## src/pkg/sea_pkg.sv

```systemverilog
// Constants, field layouts and state codes for the serial EEPROM autoloader.
// Assumes a 25 MHz core clock and a standard SPI serial EEPROM with 16-bit byte addressing.
package sea_pkg;

	// ----------------------------------------------------------------
	// Timing
	// ----------------------------------------------------------------
	localparam int MCLK_PERIOD_NS = 40;
	localparam int SCK_HALF_NS = 160;
	localparam int SCK_HALF_CYCLES = (SCK_HALF_NS + MCLK_PERIOD_NS - 1) / MCLK_PERIOD_NS;
	localparam int WRITE_TIME_NS = 5000000;
	localparam int WRITE_CYCLES_DEFAULT = WRITE_TIME_NS / MCLK_PERIOD_NS;

	// ----------------------------------------------------------------
	// SPI command codes and frame sizes
	// ----------------------------------------------------------------
	localparam logic [7:0] CMD_READ = 8'h03;
	localparam logic [7:0] CMD_WRITE = 8'h02;
	localparam logic [7:0] CMD_WREN = 8'h06;
	localparam logic [5:0] FRAME_BITS = 6'h28;
	localparam logic [5:0] WREN_BITS = 6'h08;

	// ----------------------------------------------------------------
	// EEPROM word indices (byte offset is twice the index)
	// ----------------------------------------------------------------
	localparam logic [7:0] WORD_SIG = 8'h00;
	localparam logic [7:0] WORD_BUF_SET5 = 8'h0e;
	localparam logic [7:0] WORD_DESKEW_FIRST = 8'h10;
	localparam logic [7:0] WORD_DESKEW_LAST = 8'h15;
	localparam logic [7:0] WORD_PM0 = 8'h28;
	localparam logic [7:0] WORD_LAST = 8'h28;

	// Signature value is arbitrary and stands for the expected marker word.
	localparam logic [15:0] SIGNATURE = 16'ha55a;

	// ----------------------------------------------------------------
	// Reset values of the loaded configuration fields
	// ----------------------------------------------------------------
	localparam logic [7:0] RST_BUF_CTRL = 8'h00;
	localparam logic [7:0] RST_SET5_HI = 8'h00;
	localparam logic [15:0] RST_DESKEW = 16'h0000;
	localparam logic [7:0] RST_PM_DATA = 8'h00;
	localparam logic [7:0] RST_PM_CAP = 8'h00;
	localparam int NUM_PORTS = 6;

	typedef enum logic [2:0] {
		ST_IDLE = 3'h0,
		ST_WREN = 3'h1,
		ST_WREN_WAIT = 3'h2,
		ST_ISSUE = 3'h3,
		ST_XFER = 3'h4,
		ST_WRITE_TIME = 3'h5
	} sea_state_type;

endpackage

```

## src/pkg/sea_spi_if.sv

```systemverilog
// Link between the autoload sequencer and its SPI shift engine.
// Both ends run on mclk; miso arrives already synchronised.
`timescale 1ns/1ps
interface sea_spi_if;
	logic start;
	logic [5:0] nbits;
	logic [39:0] tx;
	logic busy;
	logic done;
	logic [15:0] rx;
	logic sck;
	logic csN;
	logic mosi;
	logic miso;

	modport sequencer (output start, output nbits, output tx, output miso,
		input busy, input done, input rx, input sck, input csN, input mosi);
	modport engine (input start, input nbits, input tx, input miso,
		output busy, output done, output rx, output sck, output csN, output mosi);
endinterface // sea_spi_if

```

## src/logic/sea_spi_engine.sv

```systemverilog
// SPI mode 0 master shifting one left-aligned frame of up to 40 bits.
// Assumes start is raised only while busy is low; miso is already synchronised.
`timescale 1ns/1ps
module sea_spi_engine
	import sea_pkg::*;
(
	input wire logic mclk,
	input wire logic rst_n,
	sea_spi_if.engine spi
);

	logic [2:0] divCnt;
	logic [5:0] bitsLeft;
	logic [39:0] shift;

	assign spi.busy = ~spi.csN;

	// Each half period the clock toggles; input is sampled on the rise, output moves on the fall.
	always_ff @(posedge mclk) begin
		if (!rst_n) begin
			spi.csN <= 1'b1;
			spi.sck <= 1'b0;
			spi.mosi <= 1'b0;
			spi.done <= 1'b0;
			spi.rx <= 16'h0000;
			divCnt <= 3'h0;
			bitsLeft <= 6'h00;
			shift <= 40'h0;
		end else begin
			spi.done <= 1'b0;
			if (spi.csN) begin
				if (spi.start) begin
					spi.csN <= 1'b0;
					spi.sck <= 1'b0;
					shift <= spi.tx;
					spi.mosi <= spi.tx[39];
					bitsLeft <= spi.nbits;
					divCnt <= 3'h0;
				end
			end else if (divCnt == 3'(SCK_HALF_CYCLES - 1)) begin
				divCnt <= 3'h0;
				if (!spi.sck) begin
					spi.sck <= 1'b1;
					spi.rx <= {spi.rx[14:0], spi.miso};
				end else begin
					spi.sck <= 1'b0;
					shift <= {shift[38:0], 1'b0};
					spi.mosi <= shift[38];
					bitsLeft <= bitsLeft - 6'h01;
					// Chip select lifts on the last falling edge, so the memory sees a clean frame end.
					if (bitsLeft == 6'h01) begin
						spi.csN <= 1'b1;
						spi.mosi <= 1'b0;
						spi.done <= 1'b1;
					end
				end
			end else begin
				divCnt <= divCnt + 3'h1;
			end
		end
	end

endmodule // sea_spi_engine

```

## src/logic/sea_autoload.sv

```systemverilog
// Serial EEPROM autoloader: signature check, configuration load and software word access.
// Assumes a single standard SPI serial EEPROM on the four rom pins; all other inputs except fundamental_reset_n are on mclk.
`timescale 1ns/1ps

// Behaviour
// - Four EEPROM pins: serial clock, data out, data in, chip select.
// - Act as SPI master using standard serial EEPROM command codes.
// - After fundamental reset release, load configuration from EEPROM before enumeration.
// - Storage is 16-bit words, each access carries an 8-bit word address.
// - A hardware sequencer performs each software access as one whole word transfer.
// - Start, word address and read or write command are software-visible controls.
// - First word is a signature; autoload runs only when it matches.
// - Autoload reads successive words and writes each to its mapped field.
// - Autoload completion sets the status bit (bit 4 at A0h) to one.
// - Word 1Ch high byte to buffer control, low byte to set five bits 23:16.
// - Words 20h to 2Ah give per-port deskew mode and set two bits.
// - Word 50h carries port zero power-management data high, capability low.
module sea_autoload
	import sea_pkg::*;
#(
	parameter int WRITE_CYCLES = WRITE_CYCLES_DEFAULT
) (
	input wire logic mclk,
	input wire logic rst_n,
	input wire logic fundamental_reset_n,
	output logic romSerialClock,
	output logic romSerialOut,
	input wire logic romSerialIn,
	output logic romChipSelectN,
	input wire logic swStart,
	input wire logic swWrite,
	input wire logic [7:0] swAddr,
	input wire logic [15:0] swWriteData,
	output logic [15:0] swReadData,
	output logic swBusy,
	output logic autoloadStatus,
	output logic signatureValid,
	output logic [7:0] bufferCtrl,
	output logic [7:0] transceiverCtrlSet5Hi,
	output logic [NUM_PORTS-1:0][15:0] deskewSet2,
	output logic [7:0] pmData0,
	output logic [7:0] pmCap0
);

	// ----------------------------------------------------------------
	// Frame construction
	// ----------------------------------------------------------------

	// word address
	// Byte address is the word index doubled; the upper seven address bits are always zero.
	function automatic logic [39:0] frame(input logic [7:0] cmd, input logic [7:0] wordAddr,
		input logic [15:0] data);
		frame = {cmd, 7'h00, wordAddr, 1'b0, data};
	endfunction

	// ----------------------------------------------------------------
	// Synchronisers
	// ----------------------------------------------------------------

	sea_spi_if spi ();
	logic fundSync1, fundSync2, fundPrev;
	logic misoSync1, misoSync2;

	// Both pin inputs pass two flops; the reset input adds a third flop, fundPrev, for edge detection.
	always_ff @(posedge mclk) begin
		if (!rst_n) begin
			fundSync1 <= 1'b0;
			fundSync2 <= 1'b0;
			fundPrev <= 1'b0;
			misoSync1 <= 1'b0;
			misoSync2 <= 1'b0;
		end else begin
			fundSync1 <= fundamental_reset_n;
			fundSync2 <= fundSync1;
			fundPrev <= fundSync2;
			misoSync1 <= romSerialIn;
			misoSync2 <= misoSync1;
		end
	end

	assign spi.miso = misoSync2;

	sea_spi_engine engine (
		.mclk(mclk),
		.rst_n(rst_n),
		.spi(spi)
	);

	assign romSerialClock = spi.sck;
	assign romSerialOut = spi.mosi;
	assign romChipSelectN = spi.csN;

	// ----------------------------------------------------------------
	// Sequencer
	// ----------------------------------------------------------------

	sea_state_type state;
	logic loading;
	logic opWrite;
	logic [7:0] addr;
	logic [15:0] wdata;
	logic [16:0] waitCnt;
	logic [7:0] deskewIdx;

	assign deskewIdx = addr - WORD_DESKEW_FIRST;

	// Holding the sequencer idle during fundamental reset aborts any load in flight.
	always_ff @(posedge mclk) begin
		if (!rst_n || !fundSync2) begin
			state <= ST_IDLE;
			loading <= 1'b0;
			opWrite <= 1'b0;
			addr <= 8'h00;
			wdata <= 16'h0000;
			waitCnt <= 17'h0;
			swBusy <= 1'b0;
			autoloadStatus <= 1'b0;
			signatureValid <= 1'b0;
			spi.start <= 1'b0;
			spi.nbits <= FRAME_BITS;
			spi.tx <= 40'h0;
		end else begin
			spi.start <= 1'b0;
			case (state)
				ST_IDLE: begin
					if (!fundPrev) begin
						loading <= 1'b1;
						opWrite <= 1'b0;
						addr <= WORD_SIG;
						state <= ST_ISSUE;
					end else if (swStart && autoloadStatus) begin
						opWrite <= swWrite;
						addr <= swAddr;
						wdata <= swWriteData;
						swBusy <= 1'b1;
						state <= swWrite ? ST_WREN : ST_ISSUE;
					end
				end
				ST_WREN: begin
					if (!spi.busy) begin
						spi.start <= 1'b1;
						spi.nbits <= WREN_BITS;
						spi.tx <= {CMD_WREN, 32'h0};
						state <= ST_WREN_WAIT;
					end
				end
				ST_WREN_WAIT: begin
					if (spi.done) begin
						state <= ST_ISSUE;
					end
				end
				ST_ISSUE: begin
					if (!spi.busy) begin
						spi.start <= 1'b1;
						spi.nbits <= FRAME_BITS;
						spi.tx <= opWrite ? frame(CMD_WRITE, addr, wdata) : frame(CMD_READ, addr, 16'h0000);
						state <= ST_XFER;
					end
				end
				ST_XFER: begin
					if (spi.done) begin
						if (loading) begin
							if (addr == WORD_SIG && spi.rx != SIGNATURE) begin
								loading <= 1'b0;
								autoloadStatus <= 1'b1;
								state <= ST_IDLE;
							end else if (addr == WORD_LAST) begin
								loading <= 1'b0;
								autoloadStatus <= 1'b1;
								state <= ST_IDLE;
							end else begin
								signatureValid <= 1'b1;
								addr <= addr + 8'h01;
								state <= ST_ISSUE;
							end
						end else if (opWrite) begin
							waitCnt <= 17'h0;
							state <= ST_WRITE_TIME;
						end else begin
							swBusy <= 1'b0;
							state <= ST_IDLE;
						end
					end
				end
				ST_WRITE_TIME: begin
					// The memory is not polled; busy covers its worst-case internal write time.
					if (waitCnt == 17'(WRITE_CYCLES - 1)) begin
						swBusy <= 1'b0;
						state <= ST_IDLE;
					end else begin
						waitCnt <= waitCnt + 17'h1;
					end
				end
				default: begin
					state <= ST_IDLE;
				end
			endcase
		end
	end

	// Software read data is captured when a read frame completes.
	always_ff @(posedge mclk) begin
		if (!rst_n) begin
			swReadData <= 16'h0000;
		end else if (state == ST_XFER && spi.done && !loading && !opWrite) begin
			swReadData <= spi.rx;
		end
	end

	// ----------------------------------------------------------------
	// Loaded configuration fields
	// ----------------------------------------------------------------

	// Fields return to defaults on fundamental reset so a skipped load leaves them untouched.
	always_ff @(posedge mclk) begin
		if (!rst_n || !fundSync2) begin
			bufferCtrl <= RST_BUF_CTRL;
			transceiverCtrlSet5Hi <= RST_SET5_HI;
			deskewSet2 <= {NUM_PORTS{RST_DESKEW}};
			pmData0 <= RST_PM_DATA;
			pmCap0 <= RST_PM_CAP;
		end else if (state == ST_XFER && spi.done && loading) begin
			if (addr == WORD_BUF_SET5) begin
				bufferCtrl <= spi.rx[15:8];
				transceiverCtrlSet5Hi <= spi.rx[7:0];
			end
			if (addr >= WORD_DESKEW_FIRST && addr <= WORD_DESKEW_LAST) begin
				deskewSet2[deskewIdx[2:0]] <= spi.rx;
			end
			if (addr == WORD_PM0) begin
				pmData0 <= spi.rx[15:8];
				pmCap0 <= spi.rx[7:0];
			end
		end
	end

endmodule // sea_autoload

```

## config.mk

```make
export PLATFORM = sky130hd
export DESIGN_NAME = sea_autoload
export DESIGN_NICKNAME = d
export VERILOG_FILES = /design/src/pkg/sea_pkg.sv /design/src/pkg/sea_spi_if.sv /design/src/logic/sea_spi_engine.sv /design/src/logic/sea_autoload.sv
export SDC_FILE = /design/constraint.sdc
export NUM_CORES = 1
export LEC_CHECK = 0
export ABC_CLOCK_PERIOD_IN_PS = 2500
export BUFFER_PORTS_ARGS = -buffer_cell sky130_fd_sc_hd__buf_4
export CAP_MARGIN = 30
export CELL_PAD_IN_SITES_DETAIL_PLACEMENT = 2
export CELL_PAD_IN_SITES_GLOBAL_PLACEMENT = 2
export CORE_MARGIN = 2
export CORE_UTILIZATION = 31
export DETAILED_ROUTE_END_ITERATION = 10
export PLACE_DENSITY = 0.71
export SLEW_MARGIN = 20
export SYNTH_ARGS = -nofsm -noshare
export SYNTH_HDL_FRONTEND = slang
export SYNTH_HIERARCHICAL = 1
export SYNTH_SLANG_ARGS = --single-unit
```

## constraint.sdc

```tcl
create_clock -name mclk -period 2.5 [get_ports mclk]
set_clock_uncertainty 0.1 [all_clocks]
set_input_delay 0.125 -clock mclk [delete_from_list [all_inputs] [get_ports mclk]]
set_output_delay 0.125 -clock mclk [all_outputs]
set_load 0.01 [all_outputs]
```

==> results.txt, run 1 <==
The flow ran to the end, and the final reports show no timing, DRC or antenna violations. The number of different library cells used by synthesis comes to 71. In this run the critical register-to-register path is launched from addr[1]$_SDFFE_PP0P_. The detailed-router iteration count before antenna repair is 4, and the switching share of power is 21.8%. Kind of cell with the highest combined delay on the critical path: compound AO/OA/AOI/OAI gates.

Once layout is complete, the utilization of the core stands at 40.9%. The run gives 0 as the final setup violation count. The run gives 295 as the clock sink total. After clock tree synthesis, the clock-pin slew on the worst setup and hold paths is 50 ps. In this run the clock root is driven by a clkbuf_16. For this run, the slowest stage of the critical path takes 440 ps.

The routed design could run at a clock period as short as 2330 ps. Of the available clock period, the critical path in the final layout requires 93.2%. The number of enable-type register cells in the synthesized netlist was 0; the count of buffer and inverter cells on the critical path was 1. STA classifies the critical path startpoint as a flop. The tools report the gate count after technology mapping as 1294. The number of pins with negative max-slew slack in the final report came out at 0.

The power share of the clock group is 51.2%. For the filler-free cell count of the finished design, the log shows 2053. The tightest min-delay check is of the input pin to flop type. Combinational logic is responsible for 2.2% of the overall power. The launch point of the worst hold path is swStart. The fraction of final layout cells sized beyond drive strength 1 was 20.8%.

The most used flip-flop cell after synthesis is dfxtp_1. The slowest stage of the critical path is the a221o_1 cell. In this run the static leakage power is 5.96 nW. The logs give 0 for the remaining number of nets flagged by the antenna check after routing and 88 for the largest net degree at the start of global routing. The overflow left after global routing came out at 0. The run gives 2 as the CTS H-tree depth. The ratio of routed vias to standard cells is 5.10, and the top cell type's share of synthesized area is 50.3%. The largest driver fanout on the critical path is 8.

The signed area change from the synthesized netlist to the final layout was 30.6%; the filler cell count in the final layout was 4190. Measured against its own limit, the worst slew margin works out to 50.7%. Across the run, the number of max-cap violations was 0. The sequential fraction of design power was 46.5%; the overall routing resource usage was 20.1%. Initial antenna violation count: 0. The setup slack after layout was 171 ps; the count of placed standard cells including taps was 1962. The internal power of the cells totals 7.92 mW. The worst hold margin was 38.2 ps. The analysis attributes to net switching a power of 2.21 mW. Counting flops with an async set or reset pin after synthesis yields a share of 0%.

The tools report the final total negative setup slack as 0 ps. Summing all non-filler instances in the final layout gives an area of 15300 um2. Overall power consumption after layout is estimated at 10.1 mW.

The detailed router finished its first iteration with 449 violations. The die is 199 um tall. Summing all flip-flop and latch instances after layout gives 5910 um2. The weighted congestion reported at the end of routability-driven placement was 0.778; the number of CTS-inserted buffers was 36. The post-synth design cell area was 11700 um2. Number of hold violations in the final report: 0.

0 antenna diodes ended up in the layout. The critical path starts at addr[1]$_SDFFE_PP0P_. The data arrival time of the critical path is 2650 ps. Once detailed placement completed, the half-perimeter wirelength came to 26700 um.

STA classifies the critical path endpoint as a flop. The peak ir drop on the vdd network came out at 409 uV. The tools report the placement-stage worst setup slack as 70.5 ps.

The critical path goes through inv_1 > ha_1 > nor3b_2 > and4_1 > a221o_1 > nand2b_2 > o41ai_1. The die extent in x was 199 um. The routed wirelength normalized by instance count is 19.5 um. The share of the Yosys chip area taken by registers is 50.3%. Setup repair after global routing left no endpoint under its margin.

The number of buffers added on ports was 179; the total die area was 39500 um2. The logs give 0 for the detailed-route DRC error count and 2820 ps for the data required time at the worst endpoint. In this run the deepest clock path goes through 3 buffers.

TritonCTS built the clock tree. Number of top-level pins: 180. For the pin with the worst max-slew slack, the measured transition is 739 ps. Among all cell types in the netlist, the one instantiated most often is dfxtp_1.

A synthesized cell averages 9.08 um2. Yosys printed 6 warnings. Cell type with the largest total area after synthesis: dfxtp_1. Ranked by total cell area, the synthesized netlist is headed by dfxtp_1 50%, mux2i_1 7.8%, nand3_1 5.7%, nand2_1 4.0%, o21ai_0 3.8%. Via count of the first global-routing pass: 11100. The multi-input logic area was 5380 um2.

Ranked by instance count, the synthesized netlist is headed by 295 x dfxtp_1, 133 x nand3_1, 125 x nand2_1. The critical path in this run is classified as flop to flop. The number of rows in the core area was 71; the post-CTS setup-driven buffer insertion count was 0.

Power spread over the standard cell area amounts to 660 nW/um2. The count of nets after finishing was 1557; the wire length after detailed routing was 40000 um. The flip-flop and latch count after synthesis was 295. The total area inside the core boundary comes to 37500 um2. The placement-stage cell area was 13900 um2; the global-route wire length before repair was 63000 um. For the worst-skew pair, the clock arrives at the later sink with an insertion delay of 530 ps. The final route contains 10500 vias.

For this run, the top clock speed supported by timing is 429 MHz. The initial cell density of the core is 31.3%.
[power by group through the flow]
| stage | logic [mW] | clock network [mW] | registers [mW] |
|---|---|---|---|
| 2_1_floorplan | 0.104 | 0 | 4.82 |
| 3_3_place_gp | 0.185 | 0 | 4.82 |
| 3_5_place_dp | 0.187 | 0 | 4.82 |
| 4_1_cts | 0.225 | 5.33 | 4.72 |
| 5_1_grt | 0.248 | 5.53 | 4.71 |
| 6_report | 0.225 | 5.19 | 4.72 |
[logic make-up (layout without fill, tap and decap cells)]
group / Yosys count / count (layout) / synth area share, %
AOI/OAI and AO/OA: 287 / 287 / 15.0
xor gates and xnor gates: 7 / 7 / 0.522
adders and majority gates: 9 / 9 / 0.959
buffers and inverters: 119 / 351 / 4.65
DFF: 295 / 295 / 50.3
muxes: 91 / 91 / 7.76
other: 2 / 18 / 0.0639
and+or+nand+nor: 484 / 484 / 20.8
[path summary, 6_finish.rpt]
path,depth (start not counted),end,slack (ps)
setup / recovery,7,addr[0]$_SDFFE_PP0P_,170
setup reg to reg,7,addr[0]$_SDFFE_PP0P_,170
hold / removal,4,opWrite$_SDFFE_PP0P_,40
hold reg to reg,1,fundSync2$_SDFF_PN0_,340
[timing repair]
action,in CTS,in global routing
resized for setup,0,3
hold buffers,29,0
setup endpoints to repair,0,8
hold endpoints to repair,50,0
[area by class of cell]
| class | instances | area share [%] |
|---|---|---|
| inverters | 16 | 0.408 |
| clock inverters | 10 | 0.848 |
| well taps | 511 | 4.17 |
| flip-flops and latches | 295 | 38.5 |
| clock buffers | 52 | 6.79 |
| multi-input cells | 896 | 35.0 |
| repair buffers | 273 | 14.2 |
[sequential cells by signal, summed over array words and instances, names as in the netlist, 6 cells and up]
register,flops
addr,8
bufferCtrl,8
deskewSet2,96
engine/bitsLeft,6
engine/shift,39
engine/spi.rx,16
pmCap0,8
pmData0,8
spi.tx,27
swReadData,16
transceiverCtrlSet5Hi,8
waitCnt,17
wdata,16
[cells in the final DEF (no fill, tap or decap), types with 23 or more instances in the layout]
master and instances:
clkbuf_16 36, o21ai_1 23, a21oi_1 61, mux2i_1 91, dlygate4sd3_1 29, dfxtp_1 294
nand3_1 133, buf_4 239, nor2_1 79, nand2_1 124, a211oi_1 39, o21ai_0 88
nor3_1 47
[layer usage]
metal | GRT usage, % | vias up | part of all wire, %
met1 | 26.7 | 5173 | 47
li1 | - | 5059 | -
met5 | 0 | - | 0
met3 | 2.83 | 52 | 3.6
met2 | 34.1 | 179 | 48
met4 | 5.36 | 0 | 2.2
[worst register-to-register path: cells and delay by family, from the launching register on]
| kind | cells | cell delay (ps) |
|---|---|---|
| DFF | 1 | 330 |
| buffers and inverters | 1 | 80 |
| AOI/OAI and AO/OA | 2 | 800 |
| adders and majority gates | 1 | 190 |
| and+or+nand+nor | 3 | 740 |
Note: power is estimated with default switching activity, not from simulation.
==> run 2: changes to the inputs <==
GPL_TIMING_DRIVEN = 0   (was not set)
HOLD_SLACK_MARGIN = 0.15   (was not set)
==> run 2 against run 1 <==
First-iteration DRC count decreased by 8.2%. Sequential power hardly changed. Maximum frequency decreased by 2.3%. Core utilization rose by 0.28 points. Final cell count grew 1.9%. Die area stayed put. Clock-buffer cell count down 8. Combinational power rose by 8%. Register-to-register slack worse by 60 ps. Sequential cell count unchanged. Via count rose by 3.0%. Largest power group unchanged.
==> results.txt, run 2 (synthesis gave the netlist of run 1 again) <==
The placement-stage worst setup slack came out at -591 ps (was 70.5 ps). The run gives 39500 um2 (unchanged) as the total die area. For the DRC marker count from the first detailed-route iteration, the log shows 412 (was 449). The overall routing resource usage was 22.1% (was 20.1%).

The weighted congestion reported at the end of routability-driven placement was 0.797 (was 0.778); the slew at the pin closest to its max-slew limit was 786 ps (was 739 ps). The largest driver fanout on the critical path was 8 (unchanged). The wire length after detailed routing is 43600 um (was 40000 um).

The initial cell density of the core is 31.3% (unchanged), and the clock sink total is 295 (unchanged). The run gives 217 ps (was 38.2 ps) as the worst hold margin. Regs by FF count: deskewSet2: 96 flops, engine/shift: 39 flops, spi.tx: 27 flops (unchanged). The CTS H-tree depth was 2 (unchanged); the peak ir drop on the vdd network was 519 uV (was 409 uV). The via total after detailed routing is 10800 (was 10500). The number of flip-flops in the largest register is 96 (unchanged), and the overflow left after global routing is 0 (unchanged). The data arrival time of the critical path was 2710 ps (was 2650 ps); the power after layout was 10.3 mW (was 10.1 mW). For the final standard cell utilization of the core, the log shows 41.2% (was 40.9%).

The run gives 0 (unchanged) as the number of max-cap violations. The signed area change from the synthesized netlist to the final layout was 31.5% (was 30.6%); the die extent in y was 199 um (unchanged). The critical path class is flop to flop (unchanged). The run gives 14 (was 88) as the largest net degree at the start of global routing.

For the number of CTS-inserted buffers, the log shows 35 (was 36). The later-pin clock latency in the skew report was 530 ps (about the same); the detailed-router iteration count before antenna repair was 4 (unchanged). The tools report the nature of the critical path endpoint as a flop (unchanged). The data required time at the worst endpoint was 2830 ps (was 2820 ps); the placement-stage cell area was 13800 um2 (was 13900 um2). TritonCTS built the clock tree.

Detailed-route DRC error count: 0 (unchanged). The leading cell type in the layout, fill and taps excluded is dfxtp_1 (unchanged). The number of hold violations in the final report is 0 (unchanged). Core outline area: 37500 um2 (unchanged). The tools report the achievable frequency as 419 MHz (was 429 MHz). The number of rows in the core area was 71 (unchanged); the number of pins with negative max-slew slack in the final report was 0 (unchanged). The diode insertion count for antenna repair came out at 0 (unchanged). Setup repair after global routing could not meet its margin everywhere. The final setup violation count came out at 0 (unchanged). The worst slew margin relative to its limit was 47.6% (was 50.7%). The number of buffers added on ports is 179 (unchanged), and the routed wirelength normalized by instance count is 20.8 um (was 19.5 um). The logs give 11400 (was 11100) for the via count of the first global-routing pass and 115 ps (was 171 ps) for the setup slack after layout.

Count of nets after finishing: 1596 (was 1557). The run gives 3 (unchanged) as the maximum root-to-sink buffer count. Die extent in x: 199 um (unchanged). The post-layout instance area is 15400 um2 (was 15300 um2), and the stage delay of the slowest cell on the critical path is 360 ps (was 440 ps). The share of the cycle needed by the critical path after routing was 95.4% (was 93.2%); the remaining number of nets flagged by the antenna check after routing was 0 (unchanged). The register with the most flip-flops was deskewSet2 (unchanged).

Ratio of routed vias to standard cells: 5.16 (was 5.10). The tools report the HPWL after detailed placement as 30900 um (was 26700 um). For the number of top-level pins, the log shows 180 (unchanged).

The initial antenna violation count came out at 0 (unchanged). The flow ran to the end, and the final reports show no timing, DRC or antenna violations. The power per unit of standard cell area came out at 668 nW/um2 (was 660 nW/um2). The worst min-delay path class was input pin to flop (unchanged).

The fraction of final layout cells sized beyond drive strength 1 is 20.3% (was 20.8%). Cell with the largest stage delay on the worst path: dfxtp_2 (was a221o_1). The post-route minimum period was 2390 ps (was 2330 ps). The tools report the master cell of the clock root buffer as clkbuf_16 (unchanged). The CTS clock-pin slew for the worst setup and hold paths came out at 60 ps (was 50 ps). Highest-count cells in the layout ignoring fill and taps: 293 x dfxtp_1, 186 x buf_4, 131 x nand3_1 (was 294 x dfxtp_1, 239 x buf_4, 133 x nand3_1).

The leakage power is 5.95 nW (was 5.96 nW), and the global-route wire length before repair is 67300 um (was 63000 um). Element type at the critical path start: a flop (unchanged). Critical Path, Cell by Cell: clkbuf_8 > clkinvlp_4 > ha_1 > nor3b_4 > and4_1 > a221o_1 > nand2b_1 > buf_6 > o41ai_2 (was inv_1 > ha_1 > nor3b_2 > and4_1 > a221o_1 > nand2b_2 > o41ai_1).
[run 2: cell count changes in the layout (fill, tap and decap cells not counted), moves of 3 or more]
cell / before / now
clkbuf_1: 8 / 39
buf_12: 5 / 2
buf_4: 239 / 186
clkbuf_2: 0 / 6
buf_6: 0 / 7
clkinv_2: 5 / 10
bufinv_16: 2 / 5
buf_1: 0 / 11
buf_2: 0 / 33
[run 2: metal layers]
metal  GRT usage, %  vias up  wire length, um
met4           5.39        0              927
met2           37.1      165            20600
met3           3.10       47             1400
met5              0        -                0
met1           29.8     5432            20600
li1               -     5138                -
[run 2: report_power, final]
| group | internal [mW] | switching (mW) |
|---|---|---|
| registers | 4.71 | 0.00586 |
| logic | 0.101 | 0.142 |
| clock network | 3.30 | 2.06 |
| total | 8.10 | 2.21 |
[run 2: worst max-delay path: cells and delay by family (launching register included)]
kind,cells,cell delay [ps]
AO/OA/AOI/OAI,2,610
adder cells (fa/ha/maj),1,210
buffers and inverters,3,410
flip-flops,1,360
AND/OR/NAND/NOR,3,580
[run 2: repair_timing]
action                                  CTS  global route
endpoints found under the setup margin  137           119
hold buffers                             31             0
pin swaps                                 2             2
resized for setup                        12            17
endpoints found under the hold margin    48             0
buffers inserted                          5             1
[run 2: per-stage QoR]
stage / cells / setup TNS [ps]
2_1_floorplan: 1310 / 0
3_3_place_gp: 2000 / -12080
3_5_place_dp: 2000 / -21110
4_1_cts: 2095 / 0
5_1_grt: 2091 / -22.1
6_report: 2091 / 0
[run 2: path summary, 6_finish.rpt]
path,startpoint,end,slack (ps),cells past startpoint
setup reg to reg,addr[0]$_SDFFE_PP0P_,addr[0]$_SDFFE_PP0P_,110,9
setup / recovery,addr[0]$_SDFFE_PP0P_,addr[0]$_SDFFE_PP0P_,110,9
hold reg to reg,misoSync1$_SDFF_PN0_,misoSync2$_SDFF_PN0_,340,1
hold / removal,swStart,opWrite$_SDFFE_PP0P_,220,4
[run 2: layout make-up]
type | instances | area, um2
plain buffers | 97 | 487
clock buffers | 44 | 981
clock inverters | 16 | 220
fillers | 4182 | 22000
inverters | 16 | 68.8
multi-input cells | 896 | 5420
flip-flops and latches | 295 | 5910
well taps | 511 | 639
repair buffers | 216 | 1720
